File: src/hdl/prc_pkg.sv
// Purpose: shared constants and types for the parameter request channel
// Assumes: 8-byte channel exchanged once per cyclic frame strobe
// Notes: byte 0 is the high byte of the identifier word
package prc_pkg;
    localparam int PRC_CODE_HI = 15;
    localparam int PRC_CODE_LO = 12;
    localparam int PRC_TOGGLE_BIT = 11;
    localparam int PRC_PNUM_HI = 10;
    localparam int PRC_PNUM_LO = 0;
    localparam int PRC_PNUM_W = 11;

    typedef logic [3:0] prc_code_t;
    typedef logic [10:0] prc_pnum_t;
    typedef logic [3:0] prc_pkind_t;

    // request codes
    localparam prc_code_t PRC_RQ_NONE = 4'h0;
    localparam prc_code_t PRC_RQ_READ = 4'h1;
    localparam prc_code_t PRC_RQ_WR_W = 4'h2;
    localparam prc_code_t PRC_RQ_WR_D = 4'h3;
    localparam prc_code_t PRC_RQ_RD_ARR = 4'h6;
    localparam prc_code_t PRC_RQ_WR_AW = 4'h7;
    localparam prc_code_t PRC_RQ_WR_AD = 4'h8;
    localparam prc_code_t PRC_RQ_ARR_CNT = 4'h9;

    // response codes
    localparam prc_code_t PRC_RS_NONE = 4'h0;
    localparam prc_code_t PRC_RS_WORD = 4'h1;
    localparam prc_code_t PRC_RS_DWORD = 4'h2;
    localparam prc_code_t PRC_RS_ARR_W = 4'h4;
    localparam prc_code_t PRC_RS_ARR_D = 4'h5;
    localparam prc_code_t PRC_RS_ARR_CNT = 4'h6;
    localparam prc_code_t PRC_RS_ERROR = 4'h7;

    // error numbers carried in the value field
    localparam logic [31:0] PRC_ERR_PNUM = 32'h0000_0000;
    localparam logic [31:0] PRC_ERR_RDONLY = 32'h0000_0001;
    localparam logic [31:0] PRC_ERR_LIMIT = 32'h0000_0002;
    localparam logic [31:0] PRC_ERR_SUBIDX = 32'h0000_0003;
    localparam logic [31:0] PRC_ERR_NOARR = 32'h0000_0004;
    localparam logic [31:0] PRC_ERR_DTYPE = 32'h0000_0005;
    localparam logic [31:0] PRC_ERR_RESET = 32'h0000_0006;
    localparam logic [31:0] PRC_ERR_STATE = 32'h0000_0011;
    localparam logic [31:0] PRC_ERR_OTHER = 32'h0000_0012;

    // parameter kinds reported by the user-side lookup
    localparam prc_pkind_t PRC_PK_NONE = 4'h0;
    localparam prc_pkind_t PRC_PK_WORD = 4'h1;
    localparam prc_pkind_t PRC_PK_DWORD = 4'h2;
    localparam prc_pkind_t PRC_PK_ARR_W = 4'h3;
    localparam prc_pkind_t PRC_PK_ARR_D = 4'h4;

    localparam logic [15:0] PRC_IDENT_RESET = 16'h0000;
    localparam logic [15:0] PRC_SUB_RESET = 16'h0000;
    localparam logic [31:0] PRC_VAL_RESET = 32'h0000_0000;

    function automatic logic [15:0] prc_ident(input prc_code_t code, input prc_pnum_t pnum);
        prc_ident = {code, 1'b0, pnum};
    endfunction

    function automatic prc_code_t prc_code_of(input logic [15:0] ident);
        prc_code_of = ident[PRC_CODE_HI:PRC_CODE_LO];
    endfunction

    function automatic prc_pnum_t prc_pnum_of(input logic [15:0] ident);
        prc_pnum_of = ident[PRC_PNUM_HI:PRC_PNUM_LO];
    endfunction
endpackage

File: src/hdl/prc_if.sv
// Purpose: cyclic parameter channel between controller and device
// Assumes: one clock; fields qualified by the frame strobes
// Notes: request flows controller to device, response back
`timescale 1ns/1ps
interface prc_if;
    logic rq_frame;
    logic [15:0] rq_ident;
    logic [15:0] rq_sub;
    logic [31:0] rq_value;
    logic rs_frame;
    logic [15:0] rs_ident;
    logic [15:0] rs_sub;
    logic [31:0] rs_value;

    modport ctrl (
        output rq_frame,
        output rq_ident,
        output rq_sub,
        output rq_value,
        input rs_frame,
        input rs_ident,
        input rs_sub,
        input rs_value
    );

    modport dev (
        input rq_frame,
        input rq_ident,
        input rq_sub,
        input rq_value,
        output rs_frame,
        output rs_ident,
        output rs_sub,
        output rs_value
    );
endinterface

File: src/hdl/prc_device.sv
// Purpose: device end, decodes requests and holds the answer
// Assumes: parameter store on the user side answers in one cycle
// Notes: a request is taken only when it differs from the last one
`timescale 1ns/1ps
// Contract
// - controller repeats request until answered
// - response held until a different request
// - code 0 answered with 0, rearms
// - only one request processed at once
// - identifier word in bytes 0 and 1
// - code, toggle bit, parameter number order
// - toggle bit ignored, driven zero
// - request code set and meaning
// - success answer mapping, 7 on failure
// - response code set and meaning
// - subindex carried for array parameters
// - error code placed in value field
// - error code numbering
// - write answered as read, echoing fields
module prc_device (
    input wire logic REF_CLK,
    input wire logic RST,
    input wire logic CE,
    prc_if.dev LINK,
    output logic PAR_REQ,
    output logic PAR_WRITE,
    output prc_pkg::prc_pnum_t PAR_NUM,
    output logic [15:0] PAR_SUB,
    output logic [31:0] PAR_WDATA,
    input wire prc_pkg::prc_pkind_t PAR_KIND,
    input wire logic [15:0] PAR_COUNT,
    input wire logic [31:0] PAR_RDATA,
    input wire logic PAR_OK,
    input wire logic [31:0] PAR_ERR,
    output logic BUSY
);
    import prc_pkg::*;

    typedef enum logic [2:0] {
        IDLE = 3'b001,
        LOOK = 3'b010,
        DONE = 3'b100
    } prc_state_e;

    prc_state_e state_reg, state_next;
    logic [15:0] last_ident_reg;
    logic [15:0] last_sub_reg;
    logic [31:0] last_val_reg;
    logic seen_reg;
    logic [15:0] rs_ident_reg, rs_sub_reg;
    logic [31:0] rs_val_reg;
    logic rs_frame_reg;

    // toggle bit masked out so it never makes a request look new
    wire [15:0] rq_masked = LINK.rq_ident & 16'hF7FF;
    wire prc_code_t rq_code = prc_code_of(rq_masked);
    wire prc_pnum_t rq_pnum = prc_pnum_of(rq_masked);
    // a repeat of the last taken request is not new work
    wire same_req = seen_reg
        && rq_masked == last_ident_reg
        && LINK.rq_sub == last_sub_reg
        && LINK.rq_value == last_val_reg;
    wire is_new = LINK.rq_frame && !same_req;
    // a differing request while busy is dropped; the controller resends it
    wire take = is_new && state_reg == IDLE;

    wire prc_code_t cur_code = prc_code_of(last_ident_reg);
    wire prc_pnum_t cur_pnum = prc_pnum_of(last_ident_reg);
    wire is_read = cur_code == PRC_RQ_READ;
    wire is_arr_rd = cur_code == PRC_RQ_RD_ARR;
    wire is_cnt = cur_code == PRC_RQ_ARR_CNT;
    wire is_arr_wr = cur_code == PRC_RQ_WR_AW
        || cur_code == PRC_RQ_WR_AD;
    wire is_wr = cur_code == PRC_RQ_WR_W
        || cur_code == PRC_RQ_WR_D
        || is_arr_wr;
    wire is_arr_kind = PAR_KIND == PRC_PK_ARR_W
        || PAR_KIND == PRC_PK_ARR_D;
    wire valid_code = is_read
        || is_arr_rd
        || is_cnt
        || is_wr;

    // width the write asks for must match the parameter's kind
    wire wr_kind_ok = (cur_code == PRC_RQ_WR_W && PAR_KIND == PRC_PK_WORD)
        || (cur_code == PRC_RQ_WR_D && PAR_KIND == PRC_PK_DWORD)
        || (cur_code == PRC_RQ_WR_AW && PAR_KIND == PRC_PK_ARR_W)
        || (cur_code == PRC_RQ_WR_AD && PAR_KIND == PRC_PK_ARR_D);
    wire arr_req = is_arr_rd
        || is_cnt
        || is_arr_wr;
    // count requests carry no element, so only element accesses are range checked
    wire sub_bad = (is_arr_rd || is_arr_wr)
        && is_arr_kind
        && last_sub_reg >= PAR_COUNT;

    // failure causes, listed in priority order
    wire no_param = PAR_KIND == PRC_PK_NONE;
    wire no_array = arr_req && !is_arr_kind;
    wire bad_width = is_wr && !wr_kind_ok;
    wire plain_on_arr = is_read && is_arr_kind;
    wire [31:0] err_code = no_param ? PRC_ERR_PNUM :
        !valid_code ? PRC_ERR_OTHER :
        no_array ? PRC_ERR_NOARR :
        sub_bad ? PRC_ERR_SUBIDX :
        bad_width ? PRC_ERR_DTYPE :
        plain_on_arr ? PRC_ERR_SUBIDX :
        PAR_ERR;
    wire pre_fail = no_param
        || !valid_code
        || no_array
        || sub_bad
        || bad_width
        || plain_on_arr;
    // user refusal comes with the lookup, after the commit strobe is decided
    wire fail = pre_fail || !PAR_OK;

    // data-type answer, shared by reads and successful writes
    wire prc_code_t kind_code = PAR_KIND == PRC_PK_WORD ? PRC_RS_WORD :
        PAR_KIND == PRC_PK_DWORD ? PRC_RS_DWORD :
        PAR_KIND == PRC_PK_ARR_W ? PRC_RS_ARR_W :
        PRC_RS_ARR_D;
    wire prc_code_t ok_code = is_cnt
        ? PRC_RS_ARR_CNT
        : kind_code;
    wire [31:0] ok_val = is_cnt ? {16'h0000, PAR_COUNT} :
        is_wr ? last_val_reg :
        PAR_RDATA;
    wire prc_code_t ans_code = fail ? PRC_RS_ERROR : ok_code;
    wire [15:0] ans_ident = prc_ident(ans_code, cur_pnum);
    wire [31:0] ans_val = fail
        ? err_code
        : ok_val;

    // lookup strobes decode from the state, so they last exactly one CE-enabled cycle
    assign PAR_REQ = state_reg == LOOK;
    assign PAR_WRITE = state_reg == LOOK && is_wr && !pre_fail;
    assign PAR_NUM = cur_pnum;
    assign PAR_SUB = last_sub_reg;
    assign PAR_WDATA = last_val_reg;
    assign BUSY = state_reg != IDLE;

    // code 0 needs no lookup, so IDLE stays put for it
    always_comb begin
        state_next = state_reg;
        case (state_reg)
            IDLE: begin
                if (take && rq_code != PRC_RQ_NONE) begin
                    state_next = LOOK;
                end
            end
            LOOK: state_next = DONE;
            DONE: state_next = IDLE;
            default: state_next = IDLE;
        endcase
    end

    always_ff @(posedge REF_CLK) begin
        if (RST) begin
            state_reg <= IDLE;
            seen_reg <= 1'b0;
            last_ident_reg <= PRC_IDENT_RESET;
            last_sub_reg <= PRC_SUB_RESET;
            last_val_reg <= PRC_VAL_RESET;
        end else if (CE) begin
            state_reg <= state_next;
            // identical repeats leave the latched copy alone
            if (take) begin
                seen_reg <= 1'b1;
                last_ident_reg <= rq_masked;
                last_sub_reg <= LINK.rq_sub;
                last_val_reg <= LINK.rq_value;
            end
        end
    end

    // answer fields change only after a taken request; the frame flag is rewritten every CE cycle
    always_ff @(posedge REF_CLK) begin
        if (RST) begin
            rs_ident_reg <= PRC_IDENT_RESET;
            rs_sub_reg <= PRC_SUB_RESET;
            rs_val_reg <= PRC_VAL_RESET;
            rs_frame_reg <= 1'b0;
        end else if (CE) begin
            // frame flag is only a delayed echo of the request frame
            rs_frame_reg <= LINK.rq_frame;
            if (take && rq_code == PRC_RQ_NONE) begin
                rs_ident_reg <= prc_ident(PRC_RS_NONE, rq_pnum);
                rs_sub_reg <= LINK.rq_sub;
                rs_val_reg <= PRC_VAL_RESET;
            end else if (state_reg == LOOK) begin
                rs_ident_reg <= ans_ident;
                rs_sub_reg <= last_sub_reg;
                rs_val_reg <= ans_val;
            end
        end
    end

    // answer stands until the next taken request replaces it
    assign LINK.rs_frame = rs_frame_reg;
    assign LINK.rs_ident = rs_ident_reg;
    assign LINK.rs_sub = rs_sub_reg;
    assign LINK.rs_value = rs_val_reg;
endmodule

File: src/flat_wrapper.sv
// flat-port wrapper written by rule: the top's interface ports become plain ports
module prc_device_flat import prc_pkg::*;
  (REF_CLK, RST, CE, PAR_REQ, PAR_WRITE, PAR_NUM, PAR_SUB, PAR_WDATA, PAR_KIND, PAR_COUNT, PAR_RDATA, PAR_OK, PAR_ERR, BUSY, LINK_rq_frame, LINK_rq_ident, LINK_rq_sub, LINK_rq_value, LINK_rs_frame, LINK_rs_ident, LINK_rs_sub, LINK_rs_value);
  prc_if LINK_i ();
  input wire logic REF_CLK;
  input wire logic RST;
  input wire logic CE;
  output logic PAR_REQ;
  output logic PAR_WRITE;
  output prc_pkg::prc_pnum_t PAR_NUM;
  output logic [15:0] PAR_SUB;
  output logic [31:0] PAR_WDATA;
  input wire prc_pkg::prc_pkind_t PAR_KIND;
  input wire logic [15:0] PAR_COUNT;
  input wire logic [31:0] PAR_RDATA;
  input wire logic PAR_OK;
  input wire logic [31:0] PAR_ERR;
  output logic BUSY;
  input wire logic [$bits(LINK_i.rq_frame)-1:0] LINK_rq_frame;
  input wire logic [$bits(LINK_i.rq_ident)-1:0] LINK_rq_ident;
  input wire logic [$bits(LINK_i.rq_sub)-1:0] LINK_rq_sub;
  input wire logic [$bits(LINK_i.rq_value)-1:0] LINK_rq_value;
  output wire logic [$bits(LINK_i.rs_frame)-1:0] LINK_rs_frame;
  output wire logic [$bits(LINK_i.rs_ident)-1:0] LINK_rs_ident;
  output wire logic [$bits(LINK_i.rs_sub)-1:0] LINK_rs_sub;
  output wire logic [$bits(LINK_i.rs_value)-1:0] LINK_rs_value;
  assign LINK_i.rq_frame = LINK_rq_frame;
  assign LINK_i.rq_ident = LINK_rq_ident;
  assign LINK_i.rq_sub = LINK_rq_sub;
  assign LINK_i.rq_value = LINK_rq_value;
  assign LINK_rs_frame = LINK_i.rs_frame;
  assign LINK_rs_ident = LINK_i.rs_ident;
  assign LINK_rs_sub = LINK_i.rs_sub;
  assign LINK_rs_value = LINK_i.rs_value;
  prc_device u_core (.REF_CLK(REF_CLK), .RST(RST), .CE(CE), .LINK(LINK_i), .PAR_REQ(PAR_REQ), .PAR_WRITE(PAR_WRITE), .PAR_NUM(PAR_NUM), .PAR_SUB(PAR_SUB), .PAR_WDATA(PAR_WDATA), .PAR_KIND(PAR_KIND), .PAR_COUNT(PAR_COUNT), .PAR_RDATA(PAR_RDATA), .PAR_OK(PAR_OK), .PAR_ERR(PAR_ERR), .BUSY(BUSY));
endmodule
File: config.mk
export PLATFORM = sky130hd
export DESIGN_NAME = prc_device_flat
export DESIGN_NICKNAME = d
export VERILOG_FILES = /design/src/hdl/prc_pkg.sv /design/src/hdl/prc_if.sv /design/src/hdl/prc_device.sv /design/src/flat_wrapper.sv
export SDC_FILE = /design/constraint.sdc
export NUM_CORES = 1
export LEC_CHECK = 0
export BUFFER_PORTS_ARGS = -buffer_cell sky130_fd_sc_hd__buf_4
export CORE_UTILIZATION = 31
export CTS_CLUSTER_SIZE = 40
export DETAILED_ROUTE_END_ITERATION = 6
export SLEW_MARGIN = 5
export SYNTH_ARGS = -nofsm -noshare
export SYNTH_HDL_FRONTEND = slang
export SYNTH_SLANG_ARGS = --single-unit
File: constraint.sdc
create_clock -name REF_CLK -period 7.6 [get_ports REF_CLK]
set_input_delay 0.76 -clock REF_CLK [delete_from_list [all_inputs] [get_ports REF_CLK]]
set_output_delay 0.76 -clock REF_CLK [all_outputs]
set_load 0.05 [all_outputs]
Yosys cells after proc, flatten, opt, wreduce, memory -nomap -nowiden. Cells that the tools add are included.

Register bits after elaboration: 132. Input bits: 153. Output and inout port bits: 127. Logic and storage cells: 100.

$lt $le $gt $ge: 1. Equal/unequal tests: 18. Multiplexer cells: 22. Reductions and logical operators: 50.

Operator list (number): $mux 32 (11); $mux 16 (4); $eq 32x32->1 (1); $logic_or 1x1->1 (19); $logic_and 1x1->1 (18); $eq 16x16->1 (1); $eq 4x2->1 const B (4); $ge 16x16->1 (1); $mux 4 (4); $eq 15x15->1 (1); $eq 4x3->1 const B (3); $eq 4x1->1 const B (2); $eq 4x4->1 const B (2); $logic_not 4->1 (2); $logic_not 1->1 (6); $pmux 3 s2 (1); $reduce_and 2->1 (3); $reduce_bool 4->1 (1); $eq 3x1->1 const B (1); $eq 3x2->1 const B (1); $mux 3 (1); $ne 3x1->1 const B (1); $ne 2x2->1 const B (1); $reduce_bool 2->1 (1); $mux 1 (1).

Depth between registers and ports, before layout. Gate-level depths: netlist (run 1).

Depth in word-level cells: 15. Gate-level depth with buffers: 11. Mapped depth without buffers: 9.

Worst setup path after synthesis (run 1). No wires, ideal clock.

Path kind: input to output. From: input port PAR_KIND[0]. To: output port PAR_WRITE. Data arrival time: 2907 ps. Required time: 6840 ps. Setup slack: 3933 ps. Stages on the path: 9. Buffers on the path: 3. Path through: buf_6 or4b_4 o31a_4 or2_4 a2111oi_4 nor4_2 buf_6 buf_6 and4b_1.

Cells in the longest elaborated chain, start to end: 11. Elaborated cells between the ends (all ways): 27. Those cells by class: 4 x eq/ne; 23 x reduce/logical.

RTL lines: from (decl) (line flat_wrapper.sv:13) `input wire prc_pkg::prc_pkind_t PAR_KIND;`; $eq 4x1->1 or $eq 4x2->1 (tied branches) (line prc_device.sv:85, prc_device.sv:86); $logic_and 1x1->1, on equally long branches (line prc_device.sv:85, prc_device.sv:86); $logic_or 1x1->1 (line prc_device.sv:86) `|| (cur_code == PRC_RQ_WR_D && PAR_KIND == PRC_PK_DWORD)`; $logic_or 1x1->1 (line prc_device.sv:87) `|| (cur_code == PRC_RQ_WR_AW && PAR_KIND == PRC_PK_ARR_W)`; $logic_or 1x1->1 (line prc_device.sv:88) `|| (cur_code == PRC_RQ_WR_AD && PAR_KIND == PRC_PK_ARR_D);`; $logic_not 1->1 (line prc_device.sv:100) `wire bad_width = is_wr && !wr_kind_ok;`; $logic_and 1x1->1 (line prc_device.sv:100); $logic_or 1x1->1 (line prc_device.sv:113) `|| bad_width`; $logic_or 1x1->1 (*) (line prc_device.sv:114) `|| plain_on_arr;`; $logic_not 1->1 (*) (line prc_device.sv:137) `assign PAR_WRITE = state_reg == LOOK && is_wr && !pre_fail;`; $logic_and 1x1->1 (*) (line prc_device.sv:137); to (decl) (line flat_wrapper.sv:9) `output logic PAR_WRITE;`.

Every way passes the cells marked *; elsewhere a longest branch is shown, timed or not.

Worst setup path in the final report (run 1).
From: register u_core.last_ident_reg[15]. To: output port PAR_WRITE.

Cells in the longest elaborated chain, start to end: 12. Elaborated cells between the ends (all ways): 38. Those cells by class: 7 x eq/ne; 31 x reduce/logical.

RTL lines: from (decl) (line prc_device.sv:46) `logic [15:0] last_ident_reg;`; from (signal assigned) (line prc_device.sv:170) `last_ident_reg <= rq_masked;`; $eq 4x1->1, or another cell as far along (line prc_device.sv:69) `wire is_read = cur_code == PRC_RQ_READ;`; $logic_or 1x1->1, on equally long branches (line prc_device.sv:80, prc_device.sv:73, prc_device.sv:75); $logic_or 1x1->1, on equally long branches (line prc_device.sv:81, prc_device.sv:76); $logic_or 1x1->1 (line prc_device.sv:82) `|| is_wr;`; $logic_not 1->1; $logic_or 1x1->1 (line prc_device.sv:110) `|| !valid_code`; $logic_or 1x1->1 (line prc_device.sv:111) `|| no_array`; $logic_or 1x1->1 (line prc_device.sv:112) `|| sub_bad`; $logic_or 1x1->1 (line prc_device.sv:113); $logic_or 1x1->1 (line prc_device.sv:114); $logic_not 1->1 (line prc_device.sv:137); $logic_and 1x1->1 (*) (line prc_device.sv:137).

Marks and branches as above.

==> summary.md, run 1 <==
| Metric | Value |
|---|---|
| Setup bufs post-CTS | `0` |
| Final Hold Fails | `0` |
| F_max | `265 MHz` |
| Post-CTS Hold Buffers | `0` |
| Die Area | `24700 µm²` |
| Num ports | `280` |
| Port Buffer Count | `276` |
| Slew Viols, Final | `0` |
| Clock power frac | `39.2%` |
| Commonest non-fill, non-tap cell in the layout | `buf_4` |
| FP Rows | `56` |
| Design Area, Final | `10200 µm²` |
| Final Critical Period | `3780 ps` |
| Vias | `7579` |
| Seq/Total Area, Yosys | `34.9%` |
| Synthesized cell area | `7460 µm²` |
| Global-route usage over all layers | `24.2%` |
| Die H | `157 µm` |
| CTS buffer count | `17` |
| Largest net degree at the start of global routing | `66` |
| P_sw | `0.000595 W` |
| Nets@finish | `1272` |
| DRT Wirelength | `30100 µm` |
| RSZ-0062 raised after global routing | `false` |
| Layout cells sized above 1 | `30.8%` |
| Clk slew on worst S/H paths | `60 ps` |
| Hold WC Path Type | `reg2reg` |
| CTS root buf | `clkbuf_16` |
| Worst Tran Pin Value | `1150 ps` |
| CP arrival | `3020 ps` |
| Post-CTS Resized | `0` |
| Most used routing layer | `met2` |
| Chip width | `157 µm` |
| Leakage power | `4.54 nW` |
| Avg Vias per Cell | `5.28` |
| Crit-path max FO | `11` |
| Met1 Resource Use GR | `30.8%` |
| Placed cell area | `9650 µm²` |
| Crit end category | `primary output` |
| Post-route insts no fill | `1435` |
| Initial core utilization | `31.7%` |
| Met2 Usage GRT | `40.1%` |
| GR Overflow Total | `0` |
| Switch share | `31.9%` |
| Max Cap Viol | `0` |
| Avg Cell Area, Syn | `8.43 µm²` |
| Setup Total Neg Slack | `0 ps` |
| Final Power | `0.00187 W` |
| Int Pwr | `0.00127 W` |
| Remaining antenna violation count | `0` |
| Top_reg_cell synth | `dfxtp_1` |
| Syn. warnings | `0` |
| Slew HR | `23.1%` |
| CTS tree | `done` |
| Post-synth EDFFs | `0` |
| Final setup vio count | `0` |
| PwrDens | `184 nW/µm²` |
| Fin crit share | `49.7%` |
| Crit Path Class | `reg2out` |
| Commonest non-fill, non-tap cells in the layout | `buf_4 (288), dfxtp_1 (130), a21oi_1 (116)` |
| Post-DP HPWL | `22000 µm` |
| Initial antenna violation count | `1` |
| CTS sink count | `130` |
| Max Root-Sink Buffers | `2` |
| Initial DRC count | `421` |
| Synth async-reset ratio | `0%` |
| Skew-Pair Late Insertion Delay | `420 ps` |
| Layout Skew | `11.5 ps` |
| Crit path launch type | `flop` |
| Routed len/inst | `21.0 µm` |
| First-pass iteration count of the detailed router | `5` |
| Met3 GRT Util | `6.66%` |
| First-pass GRT wire length | `44400 µm` |
| Sequential share of power | `39.4%` |
| Area Overhead vs Synth | `36.2%` |
| Placer Congestion | `0.869` |
| Seq cells post-synth | `130` |
| Inst Count DP | `1403` |
| Netlist cell types | `61` |
| DRC Markers | `0` |
| Hold Worst Slack | `465 ps` |
| Vias in the first global route | `7292` |
| H-tree lvl count | `4` |
| Critical Path RT | `6840 ps` |
| VDD IR max | `121 µV` |
| Status | `finished, final reports clean` |
| Post-Synthesis Cells | `885` |
| CORE AREA | `23500 µm²` |
| Gate power share | `21.4%` |
| FF-to-FF setup slack | `4230 ps` |
power by group through the flow:
| stage | sequential (W) | combinational [W] | clock, W |
|---|---|---|---|
| after floorplan | 0.000792 | 0.000189 | 0 |
| final | 0.000736 | 0.000398 | 0.000732 |
| after CTS | 0.000736 | 0.000398 | 0.000749 |
| after global routing | 0.000739 | 0.000426 | 0.000781 |
| after global placement | 0.000750 | 0.000394 | 0 |
| after detailed placement | 0.000751 | 0.000397 | 0 |
final timing paths:
path / from / depth (start not counted) / end
max: u_core.last_ident_reg[15] / 7 / PAR_WRITE
min: u_core.LINK.rs_value[31] / 1 / u_core.LINK.rs_value[31]
max reg2reg: u_core.last_ident_reg[12] / 8 / u_core.state_reg[1]
min reg2reg: u_core.LINK.rs_value[31] / 1 / u_core.LINK.rs_value[31]
cell usage after synthesis, drive strengths merged, types with 3 or more instances:
cell	number	area share [%]
o31ai	27	2.7
mux2i	63	8.5
clkbuf	60	3.0
nor4	7	0.67
mux2	6	0.91
nor4b	8	0.94
and4	5	0.59
or2	7	0.62
ha	16	2.7
a22o	5	0.59
nand3	66	4.4
o2bb2ai	18	2.1
nor2	19	0.96
a221o	6	0.81
a2111o	3	0.45
nor2b	13	1.1
a32o	4	0.54
and3	5	0.49
inv	27	1.4
a21oi	117	7.9
buf	30	2.7
and2	5	0.42
o21ai	82	5.5
o21a	3	0.30
nor3	3	0.20
xnor2	49	5.8
dfxtp	130	35
nand2b	16	1.3
a211o	4	0.47
nand4	20	1.7
o2111ai	7	0.82
nand2	31	1.6
cells by family (layout without fill, tap and decap cells):
group | count (synthesis) | in the layout | share of synthesized area, %
xor gates and xnor gates | 51 | 51 | 5.99
AOI/OAI and AO/OA | 291 | 291 | 24.3
adders and majority gates | 16 | 16 | 2.68
DFF | 130 | 130 | 34.9
muxes | 69 | 69 | 9.36
other | 1 | 3 | 0.0503
buffers and inverters | 117 | 346 | 7.03
and+or+nand+nor | 210 | 210 | 15.6
metal layers:
layer	vias to the layer above	share of wire, %
li1	3671	-
met1	3596	43
met2	283	48
met3	29	7.6
met4	0	1.7
met5	-	0
through the flow:
stage	utilization [%]	worst slack [ps]
4_1_cts	43.1	3830
5_1_grt	43.1	3610
6_report	43.1	3820
3_3_place_gp	41.0	3840
3_5_place_dp	41.0	3860
2_1_floorplan	-	3930
critical path, cell delays in order (launching register included):
cell and delay (ps):
dfxtp_1 530, nor4b_1 700, a21oi_1 80, or2_4 290
a2111oi_4 470, nor4_2 120, and4b_1 210, buf_4 190
layout make-up:
type / instances / area [µm²]
clock inverter: 10 / 65.1
inverter: 27 / 101
multi-input combinational: 639 / 4380
antenna: 1 / 2.50
sequential: 130 / 2600
fill: 2456 / 13400
clock buffer: 21 / 440
tap: 319 / 399
timing repair buffer: 288 / 2160
(Power assumes the default switching activity.)
==> run 2: changes to the inputs <==
- clock period: 7.6 -> 3.6 ns (I/O delays scaled with it)
==> run 2 against run 1 <==
Die area unchanged. Largest cell class unchanged. Hold slack got worse by 290 ps. First-iteration DRC count increased by 23%.
==> summary.md, run 2 (same netlist as run 1, synthesis figures left out) <==
| Metric | Value |
|---|---|
| Post-DP HPWL | `22600 µm` |
| Worst Tran Pin Value | `994 ps` |
| Reg area | `2600 µm²` |
| Setup Total Neg Slack | `0 ps` |
| First-pass GRT wire length | `44300 µm` |
| Leakage power | `4.69 nW` |
| Clk slew on worst S/H paths | `60 ps` |
| FP Rows | `56` |
| Placer Congestion | `0.830` |
| GR Overflow Total | `0` |
| Avg Vias per Cell | `5.31` |
| Setup bufs post-CTS | `0` |
| Footprint of the multi-input gates | `4400 µm²` |
| Vias | `7695` |
| Crit-path max FO | `12` |
| Global-route usage over all layers | `24.1%` |
| CP arrival | `3000 ps` |
| Chip width | `157 µm` |
| R2R cell count | `9` |
| CORE AREA | `23500 µm²` |
| H-tree lvl count | `4` |
| Hold WC Path Type | `in2reg` |
| CTS buffer count | `17` |
| CTS tree | `done` |
| Max Cap Viol | `0` |
| FILL cells | `2390` |
| Post-CTS Hold Buffers | `0` |
| Vias in the first global route | `7441` |
| Area Overhead vs Synth | `39.9%` |
| Slew HR | `33.6%` |
| Skew-Pair Late Insertion Delay | `430 ps` |
| PwrDens | `419 nW/µm²` |
| Inst Count DP | `1415` |
| Fin crit share | `93.3%` |
| Largest net degree at the start of global routing | `67` |
| VDD IR max | `294 µV` |
| Remaining antenna violation count | `0` |
| Final Hold Fails | `0` |
| Num ports | `280` |
| Final Critical Period | `3360 ps` |
| Crit path launch type | `flop` |
| Initial antenna violation count | `1` |
| CTS sink count | `130` |
| F_max | `298 MHz` |
| Routed len/inst | `21.0 µm` |
| Crit Path Class | `reg2out` |
| Crit end category | `primary output` |
| Layout cells sized above 1 | `31.8%` |
| Die Area | `24700 µm²` |
| Slew Viols, Final | `0` |
| Initial DRC count | `519` |
| Commonest non-fill, non-tap cells in the layout | `buf_4 (298), dfxtp_1 (130), a21oi_1 (116)` |
| DRT Wirelength | `30400 µm` |
| Nets@finish | `1284` |
| Critical Path RT | `3240 ps` |
| Initial core utilization | `31.7%` |
| Port Buffer Count | `276` |
| Status | `finished, final reports clean` |
| DRC Markers | `0` |
| Hold depth | `2` |
| Commonest non-fill, non-tap cell in the layout | `buf_4` |
| Final setup vio count | `0` |
| CTS root buf | `clkbuf_16` |
| Layout Skew | `13.2 ps` |
| Max Root-Sink Buffers | `2` |
| Post-route insts no fill | `1448` |
| Die H | `157 µm` |
| First-pass iteration count of the detailed router | `5` |
| RSZ-0062 raised after global routing | `false` |
## run 2: metrics by stage
step | setup WS (ps) | instance area [µm²] | hold WS (ps) | utilization [%] | total power (W)
2_1_floorplan | 554 | 7460 | 437 | - | 0.00207
3_3_place_gp | 326 | 9760 | 447 | 41.5 | 0.00243
3_5_place_dp | 292 | 9760 | 450 | 41.5 | 0.00244
4_1_cts | 4.42 | 10400 | 162 | 44.3 | 0.00440
5_1_grt | 35.7 | 10400 | 158 | 44.3 | 0.00452
6_report | 241 | 10400 | 174 | 44.3 | 0.00437
## run 2: routing by layer
layer	track usage [%]	routed length (µm)	vias to the layer above
met5	0	0	-
met4	6.33	561	0
met3	5.81	2120	31
met2	40.2	14500	280
met1	31.0	13200	3676
li1	-	-	3708
## run 2: final timing paths
kind	start	to	slack, ps
worst max-delay path	u_core.last_ident_reg[13]	PAR_WRITE	240
worst min-delay path	PAR_ERR[26]	u_core.LINK.rs_value[26]	170
worst max register to register	u_core.PAR_SUB[13]	u_core.LINK.rs_value[2]	440
worst min register to register	u_core.LINK.rs_value[9]	u_core.LINK.rs_value[9]	470
## run 2: worst max-delay path, cell delays in order (launching register included)
cell and delay, ps:
dfxtp_1 560, nor2b_1 520, a21oi_1 150, or2_4 270, a2111oi_4 480, nor4_4 170, and4b_1 240, buf_4 190
## run 2: final cells by class
class	count	share of cell area (%)
Multi-Input combinational cell	639	42.2
Sequential cell	130	24.9
Timing Repair Buffer	300	21.8
Clock buffer	20	4.28
Tap cell	319	3.83
Clock inverter	12	1.97
Inverter	27	0.971
Antenna cell	1	0.0240
## run 2: report_power, final
part	internal (W)	switching, W
Clock	0.00125	0.000706
Sequential	0.00148	0.0000624
Combinational	0.000343	0.000525
## run 2: what timing repair did
item	in CTS	in global routing
gates resized for setup	1	1
pin swaps	0	0
hold endpoints to repair	0	0
setup endpoints to repair	1	1
